$ cat src/core/fcvs_cfg.svh
// Constants for the frequency change and vector surge protection element
`ifndef FCVS_CFG_SVH
`define FCVS_CFG_SVH

// Timing
`define FCVS_CLK_NS 20
`define FCVS_TICK_NS 1000000
`define FCVS_DETECT_MS 60

// Dropout of 0.05 percent, as a fraction
`define FCVS_DROP_NUM 24'h000005
`define FCVS_DROP_DEN 24'h002710

// Register byte offsets
`define FCVS_ADDR_STATUS 12'h000
`define FCVS_ADDR_MASK 12'h004
`define FCVS_ADDR_STATE 12'h008

// Status and mask bit positions
`define FCVS_EV_ALARM 0
`define FCVS_EV_TRIP 1
`define FCVS_EV_LOCK 2
`define FCVS_EV_W 3

// Reset values
`define FCVS_STATUS_RST 3'h0
`define FCVS_MASK_RST 3'h0

`endif

$ cat src/core/fcvs_pkg.sv
// Types of the frequency change and vector surge protection element
package fcvs_pkg;

  typedef logic [19:0] fcvs_freq_t;
  typedef logic [15:0] fcvs_volt_t;

  typedef enum logic [1:0] {
    FCVS_MODE_OFF,
    FCVS_MODE_UNDER_DF,
    FCVS_MODE_OVER_DF,
    FCVS_MODE_SURGE
  } fcvs_mode_e;

  typedef enum logic [1:0] {
    FCVS_PH_ALL,
    FCVS_PH_TWO,
    FCVS_PH_ONE
  } fcvs_phsel_e;

  typedef enum logic [1:0] {
    FCVS_ST_IDLE,
    FCVS_ST_RUN,
    FCVS_ST_TRIP,
    FCVS_ST_LOCK
  } fcvs_state_e;

  // Frequencies in mHz, interval in ms, surge limit in clock cycles
  typedef struct packed {
    fcvs_mode_e mode;
    fcvs_phsel_e phase_sel;
    fcvs_volt_t min_voltage;
    fcvs_freq_t pickup_freq;
    fcvs_freq_t freq_change_limit;
    logic [15:0] supervision_interval;
    fcvs_freq_t rated_frequency;
    logic [21:0] surge_limit;
  } fcvs_cfg_s;

  // Index 0 is line_voltage_a_b, 1 line_voltage_b_c, 2 line_voltage_c_a
  typedef struct packed {
    logic [2:0][19:0] freq;
    logic [2:0][15:0] volt;
    logic [2:0] zero_cross;
    logic [2:0] phase_lost;
  } fcvs_meas_s;

endpackage

$ cat src/core/fcvs_cycle_meter.sv
// Cycle duration meter for one line voltage, flags a vector surge
`timescale 1ns/1ps
module fcvs_cycle_meter
  import fcvs_pkg::*;
#(
  parameter int CW = 22
) (
  // Clock and reset
  input wire logic mclk_i,
  input wire logic rst_n_i,
  // Control
  input wire logic en_i,
  input wire logic zc_i,
  input wire logic [CW-1:0] limit_i,
  // Result
  output logic surge_o,
  output logic [CW-1:0] dev_o
);

  logic [CW-1:0] cnt;
  logic [CW-1:0] ref_dur;
  logic [1:0] fill;
  logic [CW-1:0] dev;

  // Previous cycle is the reference, so slow drift never looks like a surge
  assign dev = (cnt > ref_dur) ? (cnt - ref_dur) : (ref_dur - cnt);

  always_ff @(posedge mclk_i or negedge rst_n_i) begin
    if (!rst_n_i) begin
      cnt <= '0;
      ref_dur <= '0;
      fill <= 2'h0;
      surge_o <= 1'b0;
      dev_o <= '0;
    end else if (!en_i) begin
      cnt <= '0;
      fill <= 2'h0;
      surge_o <= 1'b0;
    end else if (zc_i) begin
      cnt <= {{(CW-1){1'b0}}, 1'b1};
      ref_dur <= cnt;
      if (fill != 2'h2) begin
        fill <= fill + 2'h1;
      end
      surge_o <= (fill == 2'h2) && (dev > limit_i);
      dev_o <= dev;
    end else if (cnt != {CW{1'b1}}) begin
      cnt <= cnt + {{(CW-1){1'b0}}, 1'b1};
    end
  end
endmodule

$ cat src/core/fcvs_prot.sv
// Frequency change and vector surge protection element with APB status
//
// Function
// Frequency evaluation is suppressed while all three line voltages are below the minimum voltage.
// In frequency change mode the frequency is compared with the pickup and its change with the change limit.
// A pickup without blocking raises the alarm at once and starts the supervision timer in the same step.
// Trip is asserted when during the interval the pickup holds and the change reaches the limit.
// Interval expiry without the limit gives no trip and locks the element until a new pickup crossing.
// In surge mode each line voltage cycle is timed, restarting at every zero crossing.
// Each cycle duration is compared with a reference and the deviation is the surge angle.
// Alarm and trip rise together at once when enough phases surge and nothing blocks.
// Surge tripping is inhibited while any phase of the measuring voltage is lost.
// Surge measurement is blocked at low voltage, faster than a surge decision.
// A mains failure seen by the surge function is reported well inside the detection time.
// An overfrequency pickup releases no earlier than 99.95 percent of its value or 0.05 percent of rated.
// An underfrequency pickup releases no earlier than 100.05 percent of its value or 0.05 percent of rated.
// The overfrequency variant uses an overfrequency pickup, a rising change limit and the interval.
// Settings are static inputs and reset clears alarm, trip, timers and the lock.
`timescale 1ns/1ps
`include "fcvs_cfg.svh"
module fcvs_prot
  import fcvs_pkg::*;
#(
  parameter int TICK_CYCLES = `FCVS_TICK_NS / `FCVS_CLK_NS,
  parameter int CW = 22
) (
  // Clock and reset
  input wire logic mclk_i,
  input wire logic arst_n_i,
  // Static settings and measurements
  input wire fcvs_cfg_s cfg_i,
  input wire fcvs_meas_s meas_i,
  input wire logic freq_valid_i,
  input wire logic block_i,
  // APB slave
  input wire logic psel_i,
  input wire logic penable_i,
  input wire logic pwrite_i,
  input wire logic [11:0] paddr_i,
  input wire logic [31:0] pwdata_i,
  output logic [31:0] prdata_o,
  output logic pready_o,
  output logic pslverr_o,
  // Protection outputs
  output logic alarm_o,
  output logic trip_o,
  output logic irq_o
);

  logic rst_meta;
  logic rst_n;
  fcvs_state_e state;
  fcvs_state_e next_state;
  fcvs_freq_t eval_freq;
  fcvs_freq_t new_freq;
  fcvs_freq_t ref_freq;
  fcvs_freq_t margin;
  logic [23:0] drop_thr;
  logic [23:0] drop_rated;
  logic picked;
  logic volt_low;
  logic freq_mode;
  logic over_mode;
  logic change_hit;
  logic [31:0] tick_cnt;
  logic tick;
  logic [15:0] ms_cnt;
  logic expired;
  logic [2:0] surge_ph;
  logic [1:0] surge_cnt;
  logic [1:0] surge_need;
  logic surge_hit;
  logic next_alarm;
  logic next_trip;
  logic lock_enter;
  logic [`FCVS_EV_W-1:0] status;
  logic [`FCVS_EV_W-1:0] mask;
  logic [`FCVS_EV_W-1:0] ev_set;
  logic wr_acc;
  logic mapped;

  // Reset release through two flops
  always_ff @(posedge mclk_i or negedge arst_n_i) begin
    if (!arst_n_i) begin
      rst_meta <= 1'b0;
      rst_n <= 1'b0;
    end else begin
      rst_meta <= 1'b1;
      rst_n <= rst_meta;
    end
  end

  // Undervoltage acts combinationally, ahead of any registered decision
  assign volt_low = (meas_i.volt[0] < cfg_i.min_voltage) && (meas_i.volt[1] < cfg_i.min_voltage)
                    && (meas_i.volt[2] < cfg_i.min_voltage);
  assign freq_mode = (cfg_i.mode == FCVS_MODE_UNDER_DF) || (cfg_i.mode == FCVS_MODE_OVER_DF);
  assign over_mode = (cfg_i.mode == FCVS_MODE_OVER_DF);

  // Worst phase: lowest for under, highest for over
  always_comb begin
    new_freq = meas_i.freq[0];
    for (int i = 1; i < 3; i++) begin
      if (over_mode ? (meas_i.freq[i] > new_freq) : (meas_i.freq[i] < new_freq)) begin
        new_freq = meas_i.freq[i];
      end
    end
  end

  // Release margin is the larger of the two dropout forms
  assign drop_thr = ({4'h0, cfg_i.pickup_freq} * `FCVS_DROP_NUM) / `FCVS_DROP_DEN;
  assign drop_rated = ({4'h0, cfg_i.rated_frequency} * `FCVS_DROP_NUM) / `FCVS_DROP_DEN;
  assign margin = (drop_thr > drop_rated) ? drop_thr[19:0] : drop_rated[19:0];

  // Pickup with hysteresis
  always_ff @(posedge mclk_i or negedge rst_n) begin
    if (!rst_n) begin
      picked <= 1'b0;
      eval_freq <= '0;
    end else if (!freq_mode || volt_low) begin
      picked <= 1'b0;
    end else if (freq_valid_i) begin
      eval_freq <= new_freq;
      if (over_mode) begin
        if (!picked && new_freq > cfg_i.pickup_freq) begin
          picked <= 1'b1;
        end else if (picked && ({1'b0, new_freq} + {1'b0, margin} < {1'b0, cfg_i.pickup_freq})) begin
          picked <= 1'b0;
        end
      end else begin
        if (!picked && new_freq < cfg_i.pickup_freq) begin
          picked <= 1'b1;
        end else if (picked && ({1'b0, new_freq} > {1'b0, cfg_i.pickup_freq} + {1'b0, margin})) begin
          picked <= 1'b0;
        end
      end
    end
  end

  // Change since the pickup, falling for under, rising for over
  always_comb begin
    if (over_mode) begin
      change_hit = (eval_freq >= ref_freq) && (eval_freq - ref_freq >= cfg_i.freq_change_limit);
    end else begin
      change_hit = (ref_freq >= eval_freq) && (ref_freq - eval_freq >= cfg_i.freq_change_limit);
    end
  end

  // Millisecond tick, the only slow rate
  assign tick = (tick_cnt == 32'(TICK_CYCLES - 1));
  always_ff @(posedge mclk_i or negedge rst_n) begin
    if (!rst_n) begin
      tick_cnt <= '0;
    end else if (tick || state != FCVS_ST_RUN) begin
      tick_cnt <= '0;
    end else begin
      tick_cnt <= tick_cnt + 32'h1;
    end
  end

  assign expired = (ms_cnt >= cfg_i.supervision_interval);

  always_comb begin
    next_state = state;
    case (state)
      FCVS_ST_IDLE: begin
        if (freq_mode && picked && !block_i && !volt_low) begin
          next_state = FCVS_ST_RUN;
        end
      end
      FCVS_ST_RUN: begin
        if (!freq_mode || !picked || block_i || volt_low) begin
          next_state = FCVS_ST_IDLE;
        end else if (change_hit) begin
          next_state = FCVS_ST_TRIP;
        end else if (expired) begin
          next_state = FCVS_ST_LOCK;
        end
      end
      FCVS_ST_TRIP: begin
        if (!freq_mode || !picked || block_i || volt_low) begin
          next_state = FCVS_ST_IDLE;
        end
      end
      FCVS_ST_LOCK: begin
        // Only a release and a fresh crossing rearms the element
        if (!freq_mode || !picked) begin
          next_state = FCVS_ST_IDLE;
        end
      end
      default: begin
        next_state = FCVS_ST_IDLE;
      end
    endcase
  end

  always_ff @(posedge mclk_i or negedge rst_n) begin
    if (!rst_n) begin
      state <= FCVS_ST_IDLE;
    end else begin
      state <= next_state;
    end
  end

  always_ff @(posedge mclk_i or negedge rst_n) begin
    if (!rst_n) begin
      ms_cnt <= '0;
      ref_freq <= '0;
    end else if (state == FCVS_ST_IDLE) begin
      ms_cnt <= '0;
      ref_freq <= eval_freq;
    end else if (state == FCVS_ST_RUN && tick && ms_cnt != 16'hFFFF) begin
      ms_cnt <= ms_cnt + 16'h1;
    end
  end

  // Vector surge meters, one per line voltage
  for (genvar g = 0; g < 3; g++) begin : g_meter
    fcvs_cycle_meter #(
      .CW(CW)
    ) u_meter (
      .mclk_i(mclk_i),
      .rst_n_i(rst_n),
      .en_i((cfg_i.mode == FCVS_MODE_SURGE) && !volt_low),
      .zc_i(meas_i.zero_cross[g]),
      .limit_i(cfg_i.surge_limit),
      .surge_o(surge_ph[g]),
      .dev_o()
    );
  end

  assign surge_cnt = 2'({1'b0, surge_ph[0]} + {1'b0, surge_ph[1]} + {1'b0, surge_ph[2]});
  always_comb begin
    case (cfg_i.phase_sel)
      FCVS_PH_ALL: surge_need = 2'h3;
      FCVS_PH_TWO: surge_need = 2'h2;
      default: surge_need = 2'h1;
    endcase
  end
  assign surge_hit = (cfg_i.mode == FCVS_MODE_SURGE) && (surge_cnt >= surge_need) && !block_i
                     && !(|meas_i.phase_lost) && !volt_low;

  assign next_alarm = surge_hit || next_state == FCVS_ST_RUN || next_state == FCVS_ST_TRIP;
  assign next_trip = surge_hit || next_state == FCVS_ST_TRIP;

  always_ff @(posedge mclk_i or negedge rst_n) begin
    if (!rst_n) begin
      alarm_o <= 1'b0;
      trip_o <= 1'b0;
    end else begin
      alarm_o <= next_alarm;
      trip_o <= next_trip;
    end
  end

  // Sticky events, write one to clear, a new event beats the clear
  assign lock_enter = (state == FCVS_ST_RUN) && (next_state == FCVS_ST_LOCK);
  assign ev_set = {lock_enter, next_trip && !trip_o, next_alarm && !alarm_o};
  assign wr_acc = psel_i && penable_i && pwrite_i;

  always_ff @(posedge mclk_i or negedge rst_n) begin
    if (!rst_n) begin
      status <= `FCVS_STATUS_RST;
    end else if (wr_acc && paddr_i == `FCVS_ADDR_STATUS) begin
      status <= (status & ~pwdata_i[`FCVS_EV_W-1:0]) | ev_set;
    end else begin
      status <= status | ev_set;
    end
  end

  always_ff @(posedge mclk_i or negedge rst_n) begin
    if (!rst_n) begin
      mask <= `FCVS_MASK_RST;
    end else if (wr_acc && paddr_i == `FCVS_ADDR_MASK) begin
      mask <= pwdata_i[`FCVS_EV_W-1:0];
    end
  end

  assign irq_o = |(status & mask);

  // Zero wait states: read data is captured in the setup cycle
  assign mapped = (paddr_i == `FCVS_ADDR_STATUS) || (paddr_i == `FCVS_ADDR_MASK)
                  || (paddr_i == `FCVS_ADDR_STATE);
  assign pready_o = 1'b1;
  assign pslverr_o = psel_i && penable_i && !mapped;

  always_ff @(posedge mclk_i or negedge rst_n) begin
    if (!rst_n) begin
      prdata_o <= 32'h0;
    end else if (psel_i && !penable_i && !pwrite_i) begin
      case (paddr_i)
        `FCVS_ADDR_STATUS: prdata_o <= {29'h0, status};
        `FCVS_ADDR_MASK: prdata_o <= {29'h0, mask};
        `FCVS_ADDR_STATE: prdata_o <= {22'h0, surge_ph, volt_low, picked, trip_o, alarm_o, 1'b0, state};
        default: prdata_o <= 32'h0;
      endcase
    end
  end
endmodule

$ cat config.mk
export PLATFORM = sky130hd
export DESIGN_NAME = fcvs_prot
export DESIGN_NICKNAME = d
export VERILOG_FILES = /design/src/core/fcvs_pkg.sv /design/src/core/fcvs_cycle_meter.sv /design/src/core/fcvs_prot.sv
export VERILOG_INCLUDE_DIRS = /design/src /design/src/core
export SDC_FILE = /design/constraint.sdc
export NUM_CORES = 2
export LEC_CHECK = 0
export BUFFER_PORTS_ARGS = -buffer_cell sky130_fd_sc_hd__buf_2
export CAP_MARGIN = 5
export CORE_MARGIN = 2
export CORE_UTILIZATION = 30
export CTS_CLUSTER_DIAMETER = 100
export DETAILED_ROUTE_END_ITERATION = 16
export PLACE_DENSITY = 0.46
export SYNTH_ARGS = -nofsm -noshare
export SYNTH_HDL_FRONTEND = slang
export SYNTH_SLANG_ARGS = --single-unit
$ cat constraint.sdc
create_clock -name mclk_i -period 14 [get_ports mclk_i]
set_clock_uncertainty 0.15 [all_clocks]
set_input_delay 0.7 -clock mclk_i [delete_from_list [all_inputs] [get_ports mclk_i]]
set_output_delay 0.7 -clock mclk_i [all_outputs]
set_load 0.01 [all_outputs]
Word-level counts from Yosys, hierarchy flattened --
Cells that the tools add are included.
Storage, ports and cells: register bits after elaboration 274, input port bits 283, output and inout port bits 37, logic and storage cells 234
Operators by class: add/sub/neg operators 20, equal/unequal tests 34, reduce and logical (&&, ||, !) cells 68, $lt $le $gt $ge 24, div/mod/pow operators 2, bitwise operators 6, multiply operators 2, multiplexer cells 53
Operators with widths (count):
- $mux 22 | 12
- $gt 22x22->1 | 6
- $sub 22x22->22 | 6
- $ge 20x20->1 | 4
- $add 22x1->22 const B | 3
- $ne 22x22->1 const B | 3
- $gt 20x20->1 | 3
- $lt 20x20->1 | 3
- $mux 20 | 3
- $div 23x14->24 const B | 2
- $lt 16x16->1 | 3
- $mul 20x3->23 const B | 2
- $add 20x20->21 | 2
- $sub 20x20->20 | 2
- $add 32x1->32 const B | 1
- $eq 32x16->1 const B | 1
- $mux 16 | 2
- $mux 32 | 1
- $logic_and 1x1->1 | 31
- $mux 2 | 15
- $pmux 10 s3 | 1
- $gt 24x24->1 | 1
- $gt 20x21->1 | 1
- $lt 21x20->1 | 1
- 33 further kinds | 100

Longest topological paths before layout --
depth in word-level cells 14, depth in mapped cells 91

Cells and area by module --
From an unflattened synthesis, not the netlist that was laid out.
Unflattened totals: cell total of the unflattened synthesis 4885, area, all modules 39021.2 um2
Modules (own cells, without submodules):
- fcvs_prot | sequential area each 2777.7 um2, cells an instance 2885, instances 1, area an instance 21896.0 um2
- fcvs_cycle_meter at g_meter[0].u_meter ... | sequential area each 1726.7 um2, cells an instance 680, instances 2, area an instance 5773.0 um2
- fcvs_cycle_meter at g_meter[2].u_meter | sequential area each 1726.7 um2, cells an instance 640, instances 1, area an instance 5579.1 um2

Worst setup path after synthesis --
OpenSTA, ideal clock, no wires.
kind input port to flip-flop, from input cfg_i[23] (netlist bit), to register picked, cell stages on the path 80, setup slack -2.636 ns, arrival time 16.353 ns, buffers on the path 5, path through ha_1 ha_1 inv_1 fa_1 and2b_1 o2111a_1 o21ai_1 and4_1 or3_1 buf_2 o311ai_2 mux2i_2 a32oi_1 o311a_1 a211oi_2 o22ai_2 nor4_2 o31ai_1 [44 not listed] ha_1 nor2b_1 o21ai_0 nand2b_1 a21oi_1 nor2b_1 o21ai_0 nand2b_1 a221oi_1 o21ai_0 a21o_1 a21o_1 a21oi_1 a211oi_1 o31ai_1 o21ai_0 a221oi_1 nor3_1
On the way: cells in the longest elaborated chain, start to end 9
Ends and longest elaborated chain:
- from (decl) | RTL line fcvs_prot.sv:31 | input wire fcvs_cfg_s cfg_i,
- $mul 20x3->23 (no source line) (*)
- $div 23x14->24 (no source line) (*)
- $gt 24x24->1 | RTL line fcvs_prot.sv:112 | assign margin = (drop_thr > drop_rated) ? drop_thr[19:0] : drop_rated[19:0];
- $mux 20 (*) | RTL line fcvs_prot.sv:112
- $add 20x20->21, on equally long branches | RTL line fcvs_prot.sv:126, fcvs_prot.sv:132
- $lt 21x20->1 or $gt 20x21->1 (tied branches) | RTL line fcvs_prot.sv:126, fcvs_prot.sv:132
- $logic_and 1x1->1, on equally long branches | RTL line fcvs_prot.sv:126, fcvs_prot.sv:132
- $ne 4x1->1 (no source line) or $reduce_bool 4->1 (tied branches)
- $reduce_and 3->1 (no source line) (*)
- to (signal assigned) | RTL line fcvs_prot.sv:125 | picked <= 1'b1;
- to (signal assigned) | RTL line fcvs_prot.sv:127 | picked <= 1'b0;
- to (signal assigned) | RTL line fcvs_prot.sv:131 | picked <= 1'b1;
- to (decl) | RTL line fcvs_prot.sv:60 | logic picked;
Mark *: on every way between the ends. The rest lies on a longest branch, timed or not. A chain may end at the register's enable or synchronous reset.

Final worst setup path --
Ends and elaborated chain as after synthesis.

==> impl_metrics.toml <==
[logic_synthesis]
synth-async-reset-ratio_pct = 100
synth_cells = 4610
synth.avg_cell_area_sq_um = 7.81
ys_dominant_reg_cell = "dfrtp_1"
yosys_warnings = 0
syn_area_sq_um = 36000
yosysSeqAreaShare_pct = 17.5
synth_cell_types = 124
synth_area_leaders = "ha_1 19%, dfrtp_1 18%, a21o_1 5.5%, xnor2_1 5.4%, a21oi_1 5.1%"
synth_top_area_share_pct = 19.1
synth-edff-count = 0
ys_ff_latch = 252
synth_top_area_cell = "ha_1"

[setup_path]
crit_path_top_delay_cell = "or4_4"
crit_path_max_incr_delay_ps = 560
crit_fanout = 7
cpMostUsedCell = "buf_4"
cp-start-kind = "input port"
worstPathRequired_ps = 14300
crit_arrival_ps = 15710
crit_type = "in2reg"
end_kind = "flip-flop"

[sta]
period_share_pct = 110
setup_violations = 1
finalHoldViolCount = 0
final.setup.worst_slack_ps = -1400
fin_crit_ps = 15400
slew_viol_final = 0
max_slew.worst_pin.slew_ps = 1080
rsz0062_at_grt = "yes"
fmax_ghz = 0.0649
slew_headroom_pct = 27.3

[outcome]
violations = "negative setup slack"
status = "complete, but fails checks"

[cells_and_area]
seqCellArea_sq_um = 6310
stdcell_area_sq_um = 46500
n_fill_cell = 12600
final_core_util_pct = 38.9
multi_input_area_sq_um = 28600
drive_above_1_share_pct = 24.1
nNetsFinal = 6339
area_growth_pct = 29.1

[placed_design]
io_buffer_count = 267
dpl.hpwl_mm = 95.4
place_ws_ps = -2460
placed_area_sq_um = 44000
place_congestion = 0.900

[floorplan]
dieHeight_um = 350
core_region_area_sq_um = 119000
rows = 127
initial_core_util_pct = 30.1
ios = 320
die-area_sq_um = 123000
chipWidth_um = 350

[global_route]
antenna_found_initial = 8
grt_max_degree = 125
grt_util_all_layers_pct = 18.3
grt_pass1_vias = 35100
grt.overflow.total = 0
grt_pass1_wl_mm = 186

[cts]
cts_tree = "done"
clk_pin_slew_ps = 60
cts_buffer_depth = 3
clock_latency_ps = 610
clock_sinks = 252
cts_root_buffer = "clkbuf_16"
htree_num_levels = 1
cts_made_buffers = 30

[detailed_routing]
wl_mm = 115
drt_pre_antenna_iters = 5
drc = 0
wl_per_cell_um = 16.2
drtAntennaViolNets = 0
vias_per_cell = 5.00
vias = 35700
drtIter0Drc = 1670

[job]
cap_viol_max_count = 0

[hold_path]
hold_class = "reg2reg"
-- timing repair --
item | in CTS | in global routing
endpoints found under the setup margin | 1 | 1
gates resized for setup | 91 | 88
gates cloned | 1 | 0
hold buffers | 1 | 0
pin swaps | 80 | 51
endpoints found under the hold margin | 2 | 0
buffers inserted | 38 | 17
-- worst max-delay path, delay by kind of cell --
family                   cells  cell delay, ps
AO/OA/AOI/OAI               43            7890
XOR/XNOR                     1             170
adder cells (fa/ha/maj)      6            1360
buffers and inverters       14            1590
multiplexers                 3             870
AND/OR/NAND/NOR             19            3080
-- sequential cells by signal, summed over array words and instances, names as in the netlist --
signal,cells
alarm_o,1
eval_freq,20
g_meter.u_meter.cnt,66
g_meter.u_meter.fill,6
g_meter.u_meter.ref_dur,66
g_meter.u_meter.surge_o,3
mask,3
ms_cnt,16
picked,1
prdata_o,10
ref_freq,20
rst_meta,1
rst_n,1
state,2
status,3
tick_cnt,32
trip_o,1
-- through the flow --
| stage | cells | TNS, ps | hold slack, ps |
|---|---|---|---|
| final | 7135 | -1400 | 203 |
| after detailed placement | 7017 | -2460 | 192 |
| after floorplan | 4632 | -1710 | 181 |
| after CTS | 7112 | -1340 | 180 |
| after global placement | 7017 | -2260 | 187 |
| after global routing | 7134 | -2320 | 206 |
-- worst paths after layout --
check,start,endpoint,slack (ps),cells after the start
worst max-delay path,cfg_i[23],picked,-1400,86
worst min-delay path,rst_meta,rst_n,200,0
worst max register to register,g_meter[2].u_meter.cnt[0],g_meter[2].u_meter.surge_o,5910,45
worst min register to register,rst_meta,rst_n,200,0
max in group asynchronous,rst_n,tick_cnt[19],11290,2
min in group asynchronous,rst_n,g_meter[1].u_meter.cnt[11],250,0
-- cell type report --
cell class	instances	share of cell area [%]
inverters	384	3.10
flip-flops and latches	252	13.6
clock inverters	12	0.428
clock buffers	43	1.90
diodes	6	0.0323
repair buffers	1008	15.0
well taps	1612	4.34
multi-input cells	3818	61.6
-- per-layer routing --
metal  track usage, %  part of all wire [%]  vias to the layer above
met1             24.9                    48                    16800
met4             3.60                   1.5                        2
met3             1.08                   2.4                       86
met5                0                 0.010                        -
met2             31.8                    48                      450
li1                 -                     -                    18400
-- synth_stat cells, types with 13 or more instances --
library cell and count:
a211o_1 14, a211oi_1 37, a21o_1 262, a21oi_1 367
a221oi_1 18, a31oi_1 39, and2_1 22, and3_1 41
and4_1 14, buf_4 29, clkbuf_1 125, dfrtp_1 252
fa_1 13, ha_1 549, inv_1 380, mux2_2 18
mux2i_1 75, nand2_1 344, nand2b_1 100, nand3_1 114
nand4_1 112, nor2_1 325, nor2b_1 92, nor3_1 77
nor4_1 39, o211a_1 16, o211ai_1 41, o21a_1 33
o21ai_0 314, o21ai_1 18, o21bai_1 44, o31ai_1 24
or2_2 19, or3_1 36, xnor2_1 222, xor2_1 87
-- cell families (layout without fill, tap and decap cells) --
group / count (synthesis) / count (layout) / share of synthesized area, %
AND/OR/NAND/NOR: 1387 / 1387 / 19.2
XOR/XNOR: 314 / 314 / 7.75
adder cells (fa/ha/maj): 567 / 567 / 20.0
AO/OA/AOI/OAI: 1430 / 1431 / 26.5
flip-flops: 252 / 252 / 17.5
multiplexers: 95 / 95 / 2.72
buffers and inverters: 563 / 1447 / 6.35
other: 2 / 30 / 0.0209
-- cell usage in the layout, fill, tap and decap left out, types with 16 or more instances in the layout --
master and count:
conb_1 24, buf_4 722, o211ai_1 41, nand2_1 343
a21oi_1 353, buf_2 267, nor4_1 34, or3_1 33
nor2b_1 90, and3_1 39, a21o_1 261, mux2_2 18
a31oi_1 36, nor2_1 314, nand3_1 105, o21bai_1 43
clkbuf_16 31, xor2_1 86, nand4_1 112, nand2b_1 99
buf_6 17, o21a_1 33, mux2i_1 69, a221oi_1 16
ha_1 539, and2_1 18, o21ai_0 294, xnor2_1 219
a211oi_1 30, o21ai_1 26, nor3_1 72, dfrtp_1 251
inv_1 379
Power is not shown: default switching activity piles up to over one toggle a cycle in this logic, so the estimate is an artifact.
